### config.mk
export PLATFORM = sky130hd
export DESIGN_NAME = dbs_bridge
export DESIGN_NICKNAME = d
export VERILOG_FILES = /design/src/verilog/dbs_pkg.sv /design/src/verilog/dbs_bridge.sv /design/src/verilog/dbs_buf2.sv /design/src/verilog/dbs_lane_step.sv
export SDC_FILE = /design/constraint.sdc
export NUM_CORES = 1
export LEC_CHECK = 0
export ABC_AREA = 1
export BUFFER_PORTS_ARGS = -buffer_cell sky130_fd_sc_hd__buf_2
export CAP_MARGIN = 20
export CORE_ASPECT_RATIO = 0.5
export CORE_MARGIN = 2
export CORE_UTILIZATION = 30
export CTS_CLUSTER_DIAMETER = 150
export DETAILED_ROUTE_END_ITERATION = 16
export GPL_TIMING_DRIVEN = 0
export MAX_ROUTING_LAYER = met4
export SLEW_MARGIN = 25
export SYNTH_ARGS = -nofsm -noshare
export SYNTH_HDL_FRONTEND = slang
export SYNTH_SLANG_ARGS = --single-unit
### constraint.sdc
create_clock -name i_core_clk -period 10 [get_ports i_core_clk]
set_input_delay 1 -clock i_core_clk [delete_from_list [all_inputs] [get_ports i_core_clk]]
set_output_delay 1 -clock i_core_clk [all_outputs]
set_load 0.03 [all_outputs]
### src/verilog/dbs_pkg.sv
// shared constants, carriers and lane helpers for the bus width adapter
package dbs_pkg;
  localparam int LANES = 4;
  localparam int BYTE_W = 8;
  localparam int DATA_W = LANES * BYTE_W;
  localparam int WADDR_W = 30;
  localparam int IO_WADDR_W = 14;
  localparam int SYNC_W = DATA_W + 3;
  localparam int SYNC_RDY = DATA_W;
  localparam int SYNC_BS8 = DATA_W + 1;
  localparam int SYNC_SIXTEEN_BIT_PORT_N = DATA_W + 2;
  localparam logic [3:0] LANES_NONE_N = 4'hf;
  localparam logic [DATA_W-1:0] DATA_RST = 32'h0000_0000;

  typedef struct packed {
    logic write;
    logic io;
    logic [WADDR_W-1:0] word_address;
    logic [LANES-1:0] lane_select_n;
    logic [DATA_W-1:0] wdata;
  } dbs_req_t;

  typedef struct packed {
    logic [DATA_W-1:0] rdata;
    logic err;
  } dbs_rsp_t;

  // at least one lane, and no negated lane between asserted ones
  function automatic logic lanes_ok(input logic [LANES-1:0] sel_n);
    logic [LANES-1:0] a;
    a = ~sel_n;
    case (a)
      4'h1, 4'h2, 4'h4, 4'h8, 4'h3, 4'h6, 4'hc, 4'h7, 4'he, 4'hf: lanes_ok = 1'b1;
      default: lanes_ok = 1'b0;
    endcase
  endfunction
endpackage
### src/verilog/dbs_bridge.sv
// bus width adapter: splits requests into 32, 16 or 8 bit bus cycles
// What this block does
// - memory requests reach the full 32-bit byte space.
// - i/o requests stay inside a 64 kbyte space.
// - lowest byte of a word on lines 7-0, highest on 31-24.
// - width inputs are sampled in every bus cycle.
// - both width inputs asserted means an 8-bit target.
// - 16-bit width splits a word into two cycles.
// - 8-bit width splits a word into four byte cycles.
// - word address holds steady across the extra cycles.
// - 8-bit next lane patterns follow the byte step table.
// - 16-bit next lane patterns follow the half step table.
// - a request ends with no further cycle once satisfied.
// - 8-bit read takes the byte of the lowest active lane.
// - 16-bit read takes active lanes of the lower enabled half.
// - write data driven only on lanes whose select is active.
// - a lane select is asserted only when its byte takes part, except for one clock after a refused request is taken.
// - no negated select between asserted selects appears, except for one clock after a refused request is taken.
`timescale 1ns/1ps
module dbs_bridge (
  // clock and reset
  input wire logic i_core_clk,
  input wire logic i_rst,
  // request from the core
  input wire logic i_req_valid,
  output logic o_req_ready,
  input wire dbs_pkg::dbs_req_t i_req,
  // answer to the core
  output logic o_rsp_valid,
  input wire logic i_rsp_ready,
  output dbs_pkg::dbs_rsp_t o_rsp,
  // bus cycle outputs
  output logic o_bus_start,
  output logic o_bus_write,
  output logic o_bus_io,
  output logic [dbs_pkg::WADDR_W-1:0] o_word_address,
  output logic [dbs_pkg::LANES-1:0] o_lane_select_n,
  // data lines, split per lane
  input wire logic [dbs_pkg::DATA_W-1:0] i_data_lines,
  output logic [dbs_pkg::DATA_W-1:0] o_data_lines,
  output logic [dbs_pkg::LANES-1:0] o_data_lines_oe,
  // cycle end and width inputs
  input wire logic i_bus_ready_n,
  input wire logic i_eight_bit_port_n,
  input wire logic i_sixteen_bit_port_n
);
  typedef enum logic [1:0] {ST_IDLE, ST_ADDR, ST_WAIT, ST_RESP} dbs_state_t;

  dbs_state_t state_q;
  dbs_pkg::dbs_req_t req_q;
  logic [3:0] lanes_q;
  logic [dbs_pkg::DATA_W-1:0] rdata_q;
  logic err_q;
  logic start_q;
  logic [dbs_pkg::DATA_W-1:0] dout_q;
  logic [3:0] oe_q;
  logic [dbs_pkg::SYNC_W-1:0] s1_q;
  logic [dbs_pkg::SYNC_W-1:0] s2_q;
  logic [dbs_pkg::SYNC_W-1:0] s3_q;
  logic [dbs_pkg::SYNC_W-1:0] filt_q;
  logic rdy_prev_q;
  logic rdy_n_f;
  logic nb8;
  logic nb16;
  logic [dbs_pkg::DATA_W-1:0] data_f;
  logic done_ev;
  logic [3:0] xfer;
  logic [3:0] next_n;
  logic last;
  logic buf_ready;
  logic buf_valid;
  dbs_pkg::dbs_rsp_t buf_in;
  dbs_pkg::dbs_req_t req_in;

  ////////////////////////////////////////////////////////////////////
  // pin synchronisers with agreement filter

  always_ff @(posedge i_core_clk or posedge i_rst) begin
    if (i_rst) begin
      s1_q <= '1;
      s2_q <= '1;
      s3_q <= '1;
      filt_q <= '1;
    end else begin
      s1_q <= {i_sixteen_bit_port_n, i_eight_bit_port_n, i_bus_ready_n, i_data_lines};
      s2_q <= s1_q;
      s3_q <= s2_q;
      for (int i = 0; i < dbs_pkg::SYNC_W; i++) begin
        if (s2_q[i] == s3_q[i]) filt_q[i] <= s3_q[i];
      end
    end
  end

  always_ff @(posedge i_core_clk or posedge i_rst) begin
    if (i_rst) rdy_prev_q <= 1'b1;
    else rdy_prev_q <= rdy_n_f;
  end

  assign rdy_n_f = filt_q[dbs_pkg::SYNC_RDY];
  assign nb8 = ~filt_q[dbs_pkg::SYNC_BS8];
  assign nb16 = ~filt_q[dbs_pkg::SYNC_SIXTEEN_BIT_PORT_N];
  assign data_f = filt_q[dbs_pkg::DATA_W-1:0];
  // cycle end is the falling edge of the filtered ready
  assign done_ev = (state_q == ST_WAIT) && rdy_prev_q && !rdy_n_f;

  ////////////////////////////////////////////////////////////////////
  // lane stepping, width taken fresh at each cycle end

  dbs_lane_step u_step (
    .i_lane_select_n(lanes_q),
    .i_narrow8(nb8),
    .i_narrow16(nb16),
    .o_xfer(xfer),
    .o_next_n(next_n),
    .o_last(last)
  );

  ////////////////////////////////////////////////////////////////////
  // request intake, i/o addresses folded into 64 kbyte

  always_comb begin
    req_in = i_req;
    if (i_req.io) begin
      req_in.word_address[dbs_pkg::WADDR_W-1:dbs_pkg::IO_WADDR_W] = '0;
    end
  end

  assign o_req_ready = (state_q == ST_IDLE);

  ////////////////////////////////////////////////////////////////////
  // sequencer

  always_ff @(posedge i_core_clk or posedge i_rst) begin
    if (i_rst) begin
      state_q <= ST_IDLE;
    end else begin
      case (state_q)
        ST_IDLE: begin
          if (i_req_valid) begin
            state_q <= dbs_pkg::lanes_ok(i_req.lane_select_n) ? ST_ADDR : ST_RESP;
          end
        end
        ST_ADDR: begin
          if (rdy_n_f) state_q <= ST_WAIT;
        end
        ST_WAIT: begin
          if (done_ev) state_q <= last ? ST_RESP : ST_ADDR;
        end
        ST_RESP: begin
          if (buf_ready) state_q <= ST_IDLE;
        end
        default: state_q <= ST_IDLE;
      endcase
    end
  end

  // request held for all its cycles, word address never moves
  always_ff @(posedge i_core_clk or posedge i_rst) begin
    if (i_rst) begin
      req_q <= '0;
      err_q <= 1'b0;
    end else if (state_q == ST_IDLE && i_req_valid) begin
      req_q <= req_in;
      err_q <= !dbs_pkg::lanes_ok(i_req.lane_select_n);
    end
  end

  always_ff @(posedge i_core_clk or posedge i_rst) begin
    if (i_rst) begin
      lanes_q <= dbs_pkg::LANES_NONE_N;
    end else if (state_q == ST_IDLE && i_req_valid) begin
      lanes_q <= i_req.lane_select_n;
    end else if (done_ev && !last) begin
      lanes_q <= next_n;
    end else if (state_q == ST_RESP) begin
      lanes_q <= dbs_pkg::LANES_NONE_N;
    end
  end

  ////////////////////////////////////////////////////////////////////
  // bus cycle start and write drive

  always_ff @(posedge i_core_clk or posedge i_rst) begin
    if (i_rst) start_q <= 1'b0;
    else start_q <= (state_q == ST_ADDR) && rdy_n_f;
  end

  always_ff @(posedge i_core_clk or posedge i_rst) begin
    if (i_rst) begin
      dout_q <= dbs_pkg::DATA_RST;
      oe_q <= 4'h0;
    end else if (state_q == ST_ADDR) begin
      for (int l = 0; l < dbs_pkg::LANES; l++) begin
        // no copies onto lanes that are not selected
        dout_q[l*dbs_pkg::BYTE_W +: dbs_pkg::BYTE_W] <= lanes_q[l] ? 8'h00 :
            req_q.wdata[l*dbs_pkg::BYTE_W +: dbs_pkg::BYTE_W];
      end
      oe_q <= req_q.write ? ~lanes_q : 4'h0;
    end else if (done_ev || state_q == ST_RESP) begin
      oe_q <= 4'h0;
    end
  end

  ////////////////////////////////////////////////////////////////////
  // read capture on the addressed lanes

  always_ff @(posedge i_core_clk or posedge i_rst) begin
    if (i_rst) begin
      rdata_q <= dbs_pkg::DATA_RST;
    end else if (state_q == ST_IDLE && i_req_valid) begin
      rdata_q <= dbs_pkg::DATA_RST;
    end else if (done_ev && !req_q.write) begin
      for (int l = 0; l < dbs_pkg::LANES; l++) begin
        if (xfer[l]) begin
          rdata_q[l*dbs_pkg::BYTE_W +: dbs_pkg::BYTE_W] <=
              data_f[l*dbs_pkg::BYTE_W +: dbs_pkg::BYTE_W];
        end
      end
    end
  end

  ////////////////////////////////////////////////////////////////////
  // answer buffer; a full buffer holds the sequencer in ST_RESP

  assign buf_valid = (state_q == ST_RESP);
  assign buf_in.rdata = rdata_q;
  assign buf_in.err = err_q;

  dbs_buf2 #(
    .W($bits(dbs_pkg::dbs_rsp_t))
  ) u_buf (
    .i_core_clk(i_core_clk),
    .i_rst(i_rst),
    .i_valid(buf_valid),
    .o_ready(buf_ready),
    .i_data(buf_in),
    .o_valid(o_rsp_valid),
    .i_ready(i_rsp_ready),
    .o_data(o_rsp)
  );

  assign o_bus_start = start_q;
  assign o_bus_write = req_q.write;
  assign o_bus_io = req_q.io;
  assign o_word_address = req_q.word_address;
  assign o_lane_select_n = lanes_q;
  assign o_data_lines = dout_q;
  assign o_data_lines_oe = oe_q;
endmodule

### src/verilog/dbs_buf2.sv
// two-entry buffer with valid and ready on both sides
`timescale 1ns/1ps
module dbs_buf2 #(
  parameter int W = 33
) (
  input wire logic i_core_clk,
  input wire logic i_rst,
  // fill side
  input wire logic i_valid,
  output logic o_ready,
  input wire logic [W-1:0] i_data,
  // drain side
  output logic o_valid,
  input wire logic i_ready,
  output logic [W-1:0] o_data
);
  logic [W-1:0] mem_q [2];
  logic wptr_q;
  logic rptr_q;
  logic [1:0] cnt_q;
  logic push;
  logic pop;

  initial begin
    if (W < 1) $error("buffer width must be positive");
  end

  assign o_ready = (cnt_q != 2'h2);
  assign o_valid = (cnt_q != 2'h0);
  assign o_data = mem_q[rptr_q];
  assign push = i_valid && o_ready;
  assign pop = o_valid && i_ready;

  always_ff @(posedge i_core_clk or posedge i_rst) begin
    if (i_rst) begin
      mem_q[0] <= '0;
      mem_q[1] <= '0;
    end else if (push) begin
      mem_q[wptr_q] <= i_data;
    end
  end

  always_ff @(posedge i_core_clk or posedge i_rst) begin
    if (i_rst) begin
      wptr_q <= 1'b0;
      rptr_q <= 1'b0;
      cnt_q <= 2'h0;
    end else begin
      if (push) wptr_q <= ~wptr_q;
      if (pop) rptr_q <= ~rptr_q;
      cnt_q <= cnt_q + {1'b0, push} - {1'b0, pop};
    end
  end
endmodule

### src/verilog/dbs_lane_step.sv
// lanes moved in this cycle and lanes left for the next one
`timescale 1ns/1ps
module dbs_lane_step (
  // current cycle
  input wire logic [3:0] i_lane_select_n,
  input wire logic i_narrow8,
  input wire logic i_narrow16,
  // outcome
  output logic [3:0] o_xfer,
  output logic [3:0] o_next_n,
  output logic o_last
);
  logic [3:0] act;
  logic [3:0] low;
  logic [3:0] half;
  logic [3:0] rem;

  assign act = ~i_lane_select_n;
  assign low = act & (~act + 4'h1);
  assign half = (act[1:0] != 2'h0) ? {2'h0, act[1:0]} : {act[3:2], 2'h0};
  // both widths asserted means byte wide
  assign o_xfer = i_narrow8 ? low : (i_narrow16 ? half : act);
  assign rem = act & ~o_xfer;
  assign o_last = (rem == 4'h0);
  assign o_next_n = ~rem;
endmodule

======== Word-level counts from Yosys, hierarchy flattened ========
Memory sizes are Yosys's and may differ from the RTL's.
Cells that the tools add are included.
operators by class
  multiplexer cells ....................... 36
  $add $sub $neg .......................... 3
  shifts and indexed selects .............. 0
  equal/unequal tests ..................... 43
  multipliers ............................. 0
  reduce and logical (&&, ||, !) cells .... 30
  bitwise gates (word level) .............. 11
  divide/modulo/power cells ............... 0
  magnitude comparators ................... 3
operators by type and width
  cell                                                            number
  33-bit two-way mux                                              4
  66-bit bitwise mux                                              1
  32-bit two-way mux                                              2
  8-bit two-way mux                                               8
  4-bit two-way mux                                               9
  1-bit == test                                                   35
  33-bit demux with 1-bit select                                  1
  4-bit NOT                                                       5
  16-bit two-way mux                                              1
  2-bit nonzero test                                              8
  2-bit two-way mux                                               6
  2-bit != test (second input constant)                           5
  1-bit logical AND                                               9
  4-bit bitwise AND                                               2
  2-bit one-hot mux with 4 select lines                           1
  2-bit AND reduction                                             4
  4-bit by 1-bit adder with 4-bit output (second input constant)  1
  2-bit == test (second input constant)                           2
  2-bit >= comparator (second input constant)                     2
  1-bit zero test                                                 4
  4-bit zero test                                                 1
  1-bit NOT with 2-bit output                                     2
  4-bit AND reduction                                             1
  1-bit two-way mux                                               3
  other kinds (8)                                                 9
storage, ports and cells
  bits in read-only memories .............. 32
  latch bits .............................. 0
  bits of input ports ..................... 107
  memories ................................ 2
  output and inout bits ................... 108
  bits in writable memories ............... 0
  register bits after elaboration ......... 351
  logic and storage cells ................. 186
memories
  name             depth  width  read ports  clocked after Yosys merged registers in  wr ports  RTL line       text
  (no name shown)  16     1      1           0                                        0         dbs_pkg.sv:32  case (a)
  (no name shown)  16     1      1           0                                        0         dbs_pkg.sv:32

======== Logic depth before layout (Yosys ltp) ========
Gate-level depths: netlist of the first run.
  word-level depth ........................ 12
  gate-level depth with buffers ........... 9
  mapped depth without buffers ............ 9

======== Cells and area by module ========
Synthesis of the first run repeated with hierarchy kept, for this count alone.
second synthesis, totals
  cell total of the unflattened synthesis .. 1249
  area, all modules ....................... 13421.6 sq um
modules (own cells, without submodules)
  module         instances  area an instance (sq um)  cells an instance  sequential area each (sq um)
  dbs_bridge     1          9897.0                    797                7213.2
  dbs_buf2       1          3414.5                    431                1751.7
  dbs_lane_step  1          110.1                     21                 0.0

======== Worst setup path after synthesis of the first run ========
OpenSTA, ideal clock, no wires.
  path kind ............................... flip-flop to output port
  start point ............................. reg u_buf.rptr_q
  end point ............................... out o_rsp[0] in the netlist's numbering
  slack ................................... 7.830 ns
  data required time ...................... 9.000 ns
  cell stages (with the launch flop) ...... 6
  arrival ................................. 1.170 ns
  cells stage by stage .................... dfrtp_1 clkbuf_1 clkinv_1 clkbuf_1 nand2_1 nand2_1
RTL lines
  what                    RTL line          text
  from (decl)             dbs_buf2.sv:19    logic rptr_q;
  from (signal assigned)  dbs_buf2.sv:50    if (pop) rptr_q <= ~rptr_q;
  to (decl)               dbs_bridge.sv:31  output dbs_pkg::dbs_rsp_t o_rsp,

==> impl_metrics.json, run 1 <==
{
  "status": "complete, no violations",
  "layout-drive-gt1-share": 0.363,
  "routed_wl_mm": 30.1,
  "ir_drop_uv": 105,
  "setup_viol": 0,
  "synth_area_per_cell_um2": 11.1,
  "row_count": 53,
  "pre_cts_slack_ps": 7130,
  "setup_ws_ps": 6790,
  "synth_area_leaders": "dfrtp_1, dfstp_2, nand2_1",
  "ant_nets": 0,
  "criticalPathCategory": "reg2out",
  "place_congestion": 0.816,
  "power_density_mw_per_mm2": 311,
  "start_kind": "flip-flop",
  "ys_seq_area_frac": 0.687,
  "rsz0062_at_grt": "false",
  "nNetsFinal": 1547,
  "total_power_w": 0.00506,
  "leakage_nw": 7.91,
  "max_slew_margin": 0.514,
  "fp.dieW_um": 299,
  "r2r_slack_ps": 8190,
  "core_mm2": 0.0424,
  "hold-path-endpoint": "s2_q[18]",
  "wl_met3_um": 920,
  "timing.fmax_ghz": 0.311,
  "die_y_um": 151,
  "hold_path_depth": 0,
  "initial_core_util": 0.307,
  "post_cts_buffers": 0,
  "grt_pass1_wl_mm": 47.8,
  "drc": 0,
  "final_common_cell": "nand2_1",
  "worstReg2RegStart": "state_q[0]",
  "num_vias": 8688,
  "seq_area_mm2": 0.00896,
  "cts_hold_buf": 0,
  "n_fill_cell": 4190,
  "synthesis.area_mm2": 0.0130,
  "grt_pass1_vias": 8762,
  "drt-initial-drc-count": 458,
  "synth_nets": 1284,
  "synth.distinct_cells": 33,
  "htree_num_levels": 2,
  "antenna_found_initial": 3,
  "critPathCaptureType": "primary output",
  "viasPerCell": 4.25,
  "setup_tns_ps": 0,
  "regToRegEndpoint": "rdata_q[31]",
  "clockBufferDepth": 3,
  "grtUsageTotal": 0.138,
  "cts.root.buffer_cell": "clkbuf_16",
  "cts_buffers": 35,
  "grt_max_degree": 34,
  "cp_max_fo": 10,
  "yosysTopAreaCellShare": 0.395,
  "clkLatencyLatePin_ps": 520,
  "cap_viol_max_count": 0,
  "cts_sinks": 351,
  "hold_viol": 0,
  "min_period_ps": 3210,
  "synth_area_leader_cell": "dfrtp_1",
  "slew_violations": 0,
  "wl_met1_mm": 13.1,
  "hpwl_mm": 21.9,
  "cp_data_required_time_ps": 9000,
  "rr_worst_depth": 6,
  "tightest_slew_ps": 729,
  "skew_ps": 24.8,
  "critPathArrivalTime_ps": 2210,
  "final_cell_mix": "nand2_1, buf_2, dfrtp_1, dfstp_2, o21ai_0",
  "min-delay-start": "s1_q[18]",
  "dr.pass1.iters": 5,
  "yosys_warnings": 0,
  "syn_to_final_growth_pct": 24.7,
  "top_layer": "met4",
  "multi_input_area_mm2": 0.00328,
  "post_drt_wl_per_cell_um": 14.7,
  "cts_tree": "done",
  "wl_met2_mm": 15.4,
  "hold_class": "reg2reg",
  "cts.repair.resized": 0,
  "grt-ovfl-total": 0,
  "design.die.area_mm2": 0.0453,
  "pin_count": 215,
  "io_buffers": 214,
  "finalCritPeriodShare": 0.321,
  "path_clk_slew_ps": 60,
  "synthCells": 1175,
  "synth_seq_cells": 351
}
[power breakdown]
part           internal (W)  leakage [nW]  switching, W  total [W]
clock              0.000777         0.560      0.000536    0.00131
combinational      0.000543          3.17       0.00116    0.00170
sequential          0.00184          4.18      0.000199    0.00204
total               0.00316          7.91       0.00190    0.00506
[through the flow]
step	instances	cell area (um^2)	utilization	hold slack (ps)
after floorplan	1175	13000	-	345
after global placement	1966	14800	0.350	346
after detailed placement	1978	15100	0.356	347
after CTS	2041	16300	0.383	355
after global routing	2044	16300	0.383	358
final	2044	16300	0.383	348
[critical path: stages (launching register included)]
cell	delay, ps
dfrtp_1	320
clkbuf_1	270
clkinv_1	350
clkbuf_1	340
nand2_1	120
nand2_1	110
buf_2	200
[flip-flops by register name (all words and copies together) (netlist names), 4 cells and up]
name,count
o_word_address,30
s1_q,35
o_data_lines,32
rdata_q,32
o_lane_select_n,4
s3_q,35
req_q,32
filt_q,35
u_buf.mem_q,66
s2_q,35
o_data_lines_oe,4
[worst max-delay path by stage]
| stage | start | endpoint | depth (start not counted) |
|---|---|---|---|
| final | u_buf.rptr_q | o_rsp[0] | 6 |
| after global routing | u_buf.rptr_q | o_rsp[0] | 6 |
| after CTS | u_buf.rptr_q | o_rsp[0] | 6 |
| after detailed placement | i_rst | s3_q[26] | 8 |
| after global placement | i_rst | rdata_q[3] | 2 |
| after floorplan | i_rst | err_q | 1 |
[kinds of logic after synthesis]
family / Yosys count / share of synthesized area
xor+xnor: 3 / 0.00202
fa+ha+maj: 37 / 0.0288
flops: 351 / 0.687
simple gates: 452 / 0.139
compound gates: 177 / 0.0821
buf+inv: 155 / 0.0607
[layout make-up]
cell class	count	area share
antenna	3	0.000462
buffer	78	0.0308
clock buffer	54	0.0646
clock inverter	9	0.00639
inverter	77	0.0182
multi-input combinational	669	0.202
sequential	351	0.551
tap	577	0.0444
timing repair buffer	226	0.0820
[metal layers]
| metal | track usage | vias up |
|---|---|---|
| met2 | 0.238 | 108 |
| met1 | 0.167 | 4291 |
| met5 | - | - |
| met4 | 0.0445 | 0 |
| met3 | 0.0247 | 50 |
| li1 | - | 4239 |
[cells in the mapped netlist]
cell type    n
a22o_1      16
a22oi_1      1
buf_12       1
buf_2       17
buf_4       31
buf_6        7
clkbuf_1    21
clkbuf_2     1
clkinv_1     3
dfrtp_1    206
dfstp_2    145
ha_1         2
inv_1       71
inv_2        2
inv_4        1
maj3_1      35
nand2_1    396
nand2_2      9
nand2_4      4
nand3_1     24
nand3b_1     1
nor2_1      12
nor2_2       3
nor2_4       2
o2111ai_1    1
o21ai_0    102
o21ai_1     27
o21ai_2     28
o21ai_4      1
o31ai_1      1
or2_4        1
xnor2_1      1
xor2_1       2
(Power assumes the default switching activity.)
==> inputs of run 2 (changes only) <==
- clock period: 10 -> 3.2 ns (I/O delays scaled with it)
==> impl_metrics.json, run 2 (synthesized netlist as in run 1, its figures left out) <==
{
  "status": "complete, no violations",
  "clockBufferDepth": 3,
  "num_vias": 8939,
  "pin_count": 215,
  "initial_core_util": 0.307,
  "largest_register": "u_buf.mem_q",
  "drt-initial-drc-count": 435,
  "routed_wl_mm": 30.8,
  "place_congestion": 0.816,
  "setup_viol": 0,
  "stdcell_area_mm2": 0.0168,
  "grt_pass1_wl_mm": 48.7,
  "leakage_nw": 8.15,
  "n_fill_cell": 4141,
  "critPathCaptureType": "primary output",
  "grt-ovfl-total": 0,
  "slew_violations": 0,
  "cap_viol_max_count": 0,
  "nNetsFinal": 1605,
  "power_density_mw_per_mm2": 944,
  "ant_nets": 0,
  "cts_sinks": 351,
  "core_mm2": 0.0424,
  "total_power_w": 0.0159,
  "finish.utilization": 0.397,
  "clkLatencyLatePin_ps": 520,
  "tightest_slew_ps": 725,
  "placed_area_mm2": 0.0151,
  "path_clk_slew_ps": 60,
  "design.die.area_mm2": 0.0453,
  "hold_viol": 0,
  "startpoint": "u_buf.rptr_q",
  "finalCritPeriodShare": 0.794,
  "final_cell_mix": "nand2_1, buf_2, dfrtp_1, dfstp_2, o21ai_0",
  "fp.dieW_um": 299,
  "final_common_cell": "nand2_1",
  "cp_data_required_time_ps": 2880,
  "final_cells": 2102,
  "antenna_found_initial": 3,
  "post_drt_wl_per_cell_um": 14.7,
  "viasPerCell": 4.25,
  "rsz0062_at_grt": "false",
  "criticalPathCategory": "reg2out",
  "hpwl_mm": 21.9,
  "hold_class": "in2reg",
  "cts_buffers": 35,
  "grt_pass1_vias": 9008,
  "ir_drop_uv": 325,
  "syn_to_final_growth_pct": 29.2,
  "dr.pass1.iters": 4,
  "cp_max_fo": 10,
  "cts.repair.resized": 0,
  "cts.root.buffer_cell": "clkbuf_16",
  "drc": 0,
  "skew_ps": 23.7,
  "row_count": 53,
  "grtUsageTotal": 0.141,
  "htree_num_levels": 2,
  "worstReg2RegStart": "state_q[0]",
  "place_inst": 1978,
  "die_y_um": 151,
  "max_slew_margin": 0.516,
  "critPathArrivalTime_ps": 2220,
  "cts_tree": "done",
  "min_period_ps": 2540,
  "min-delay-start": "i_req[25]",
  "layout-drive-gt1-share": 0.350,
  "start_kind": "flip-flop",
  "io_buffers": 214,
  "largest_reg_flops": 66,
  "grt_max_degree": 34,
  "timing.fmax_ghz": 0.393
}
## run 2: cell count changes in the layout (fill, tap and decap cells not counted), sizes merged
cell,before,now
dlygate4sd3,0,58
## run 2: worst max-delay path: stages (launching register included)
cell	delay [ps]
dfrtp_1	320
clkbuf_1	270
clkinv_1	350
clkbuf_1	340
nand2_1	120
nand2_1	110
buf_2	200
## run 2: layout make-up
class / count / area [um^2] / share of cell area
sequential: 351 / 8960 / 0.532
multi-input combinational: 669 / 3280 / 0.195
timing repair buffer: 284 / 1910 / 0.114
clock buffer: 54 / 1050 / 0.0623
tap: 577 / 722 / 0.0429
buffer: 78 / 500 / 0.0297
inverter: 77 / 295 / 0.0175
clock inverter: 9 / 104 / 0.00617
antenna: 3 / 7.51 / 0.000446
## run 2: worst paths after layout
path,endpoint,slack (ps),cells after the start
worst max-delay path,o_rsp[0],660,6
worst min-delay path,req_q[25],20,3
worst max register to register,rdata_q[31],1390,6
worst min register to register,s2_q[18],350,0
max in group asynchronous,s3_q[28],1080,9
min in group asynchronous,o_word_address[29],460,3
## run 2: per-layer routing
layer / vias to the layer above / part of all wire / wire, um / global-route usage
met5: - / 0 / 0 / -
met1: 4415 / 0.43 / 13200 / 0.169
met3: 55 / 0.030 / 929 / 0.0247
met2: 113 / 0.52 / 15900 / 0.243
li1: 4356 / - / - / -
met4: 0 / 0.026 / 792 / 0.0443
## run 2: report_power, final
group | internal [W] | switching, W | total [W] | leakage, nW
clock | 0.00243 | 0.00168 | 0.00411 | 0.560
combinational | 0.00174 | 0.00365 | 0.00540 | 3.41
sequential | 0.00576 | 0.000629 | 0.00639 | 4.18
## run 2: metrics by stage
stage	TNS, ps	setup WS (ps)	hold WS (ps)
floorplan	-416830	-1700	324
global placement	-1070180	-3810	346
detailed placement	0	1010	347
CTS	0	587	4.00
global route	0	504	10.4
finish	0	658	19.8
## run 2: what timing repair did
action                    in CTS  in global routing
hold buffers                  58                  0
setup buffers                  0                  0
hold endpoints to repair      65                  0
==> inputs of run 3 (changes only) <==
- ABC_AREA: 1 -> 0
- clock period: 3.2 -> 2.4 ns (I/O delays scaled with it)
==> impl_metrics.json, run 3 <==
{
  "synthesis.area_mm2": 0.0132,
  "clockBufferDepth": 3,
  "grtUsageTotal": 0.142,
  "critPathMaxStageDelay_ps": 520,
  "path_clk_slew_ps": 60,
  "cts_sinks": 351,
  "row_count": 54,
  "setup_tns_ps": 0,
  "fp.dieW_um": 300,
  "cp_top_family": "buffers and inverters",
  "placed_area_mm2": 0.0153,
  "min_period_ps": 2250,
  "criticalPathCategory": "reg2out",
  "largest_register": "u_buf.mem_q",
  "grt_max_degree": 33,
  "cp_data_required_time_ps": 2160,
  "total_power_w": 0.0221,
  "grt_pass1_vias": 9009,
  "core_mm2": 0.0434,
  "synth_ff_type": "dfrtp_1",
  "cpMaxStageDelayCell": "dfrtp_1",
  "power_density_mw_per_mm2": 1260,
  "synth_area_leaders": "dfrtp_1, dfstp_2, nand2_1",
  "cts_buffers": 35,
  "skew_ps": 23.4,
  "antenna_found_initial": 1,
  "setup_viol": 0,
  "viasPerCell": 4.22,
  "io_buffers": 214,
  "place_congestion": 0.795,
  "cp_max_fo": 10,
  "initial_core_util": 0.303,
  "synth_most_common_cell": "nand2_1",
  "largest_reg_flops": 66,
  "routed_wl_mm": 30.9,
  "r2r_slack_ps": 220,
  "cts_tree": "done",
  "cp_num_buf_inv": 2,
  "yosys_warnings": 0,
  "pin_count": 215,
  "max_slew_margin": 0.506,
  "layout-drive-gt1-share": 0.393,
  "grt_pass1_wl_mm": 50.0,
  "design.die.area_mm2": 0.0457,
  "leakage_nw": 8.38,
  "htree_num_levels": 2,
  "ir_drop_uv": 455,
  "synthCells": 1023,
  "synth_area_leader_cell": "dfrtp_1",
  "syn_to_final_growth_pct": 32.9,
  "rsz0062_at_grt": "false",
  "post_cts_buffers": 0,
  "synth_seq_cells": 351,
  "drt-initial-drc-count": 422,
  "start_kind": "flip-flop",
  "synth_area_per_cell_um2": 12.9,
  "post_drt_wl_per_cell_um": 15.4,
  "clkLatencyLatePin_ps": 540,
  "synth-edff-count": 0,
  "finalCritPeriodShare": 0.938,
  "hold_viol": 0,
  "finish.utilization": 0.403,
  "status": "complete, no violations",
  "fin_hold_ws_ps": 48.5,
  "die_y_um": 152,
  "ys_seq_area_frac": 0.680,
  "drc": 0,
  "critPathCaptureType": "primary output",
  "ant_nets": 0,
  "stdcell_area_mm2": 0.0175,
  "synth_common_cells": "nand2_1, dfrtp_1, dfstp_2, o21ai_0",
  "grt-ovfl-total": 0,
  "async_flop_share": 1.00,
  "cap_viol_max_count": 0,
  "hold_class": "in2reg",
  "yosysTopAreaCellShare": 0.391,
  "slew_violations": 0,
  "cts.root.buffer_cell": "clkbuf_16",
  "final_common_cell": "nand2_1",
  "hpwl_mm": 21.3,
  "final_cell_mix": "nand2_1, buf_2, dfrtp_1, dfstp_2, dlygate4sd3_1",
  "tightest_slew_ps": 741,
  "synth.distinct_cells": 53,
  "dr.pass1.iters": 4,
  "num_vias": 8455,
  "synth_nets": 1132,
  "critPathArrivalTime_ps": 2010,
  "timing.fmax_ghz": 0.444,
  "nNetsFinal": 1496,
  "path_cells": "clkbuf_2 -> mux2_2 -> buf_2"
}
-- run 3: metrics by stage --
| stage | worst slack (ps) | std cells |
|---|---|---|
| after floorplan | -2420 | 1023 |
| after global placement | -4590 | 1825 |
| after detailed placement | 197 | 1838 |
| after CTS | 98.8 | 2002 |
| after global routing | 0.285 | 2003 |
| final | 149 | 2003 |
-- run 3: power by group --
part           internal [W]  total [W]  switching [W]  leakage (nW)
Clock               0.00338    0.00573        0.00235         0.599
Combinational       0.00295    0.00758        0.00463          3.62
Sequential          0.00775    0.00877        0.00101          4.17
-- run 3: metal layers --
layer / up-vias / part of all wire / global-route usage / routed length, um
li1: 4060 / - / - / -
met1: 4217 / 0.42 / 0.167 / 12900
met2: 128 / 0.53 / 0.248 / 16200
met3: 50 / 0.032 / 0.0238 / 977
met4: 0 / 0.024 / 0.0462 / 744
met5: - / 0 / - / 0
-- run 3: layout make-up --
cell class	instances	area, um^2
clock buffer	53	1040
antenna	1	2.50
inverter	27	106
multi-input combinational	572	3670
clock inverter	11	176
buffer	72	453
timing repair buffer	328	2370
sequential	351	8960
tap	588	736
fill	4049	25900
-- run 3: repair_timing --
action | 4_1_cts | 5_1_grt
endpoints found under the setup margin | 29 | 0
endpoints found under the hold margin | 114 | 0
hold buffers | 101 | 0
resized for setup | 5 | 0
-- run 3: worst min-delay path: stages --
cell     delay (ps)
buf_2           120
o21ai_0         160
a21oi_1          40
-- run 3: cells by family after synthesis --
| kind of cell | share of synthesized area |
|---|---|
| flip-flops | 0.680 |
| multiplexers | 0.0992 |
| AND/OR/NAND/NOR | 0.107 |
| adder cells (fa/ha/maj) | 0.0292 |
| XOR/XNOR | 0.00266 |
| AO/OA/AOI/OAI | 0.0402 |
| buffers and inverters | 0.0418 |
-- run 3: path summary, 6_finish.rpt --
check,from,to,cells past startpoint
max,u_buf.rptr_q,o_rsp[0],3
min,i_req[33],o_lane_select_n[1],3
max reg2reg,o_lane_select_n[0],rdata_q[4],5
min reg2reg,s1_q[12],s2_q[12],0
max in group asynchronous,i_rst,s1_q[15],8
min in group asynchronous,i_rst,o_word_address[17],3
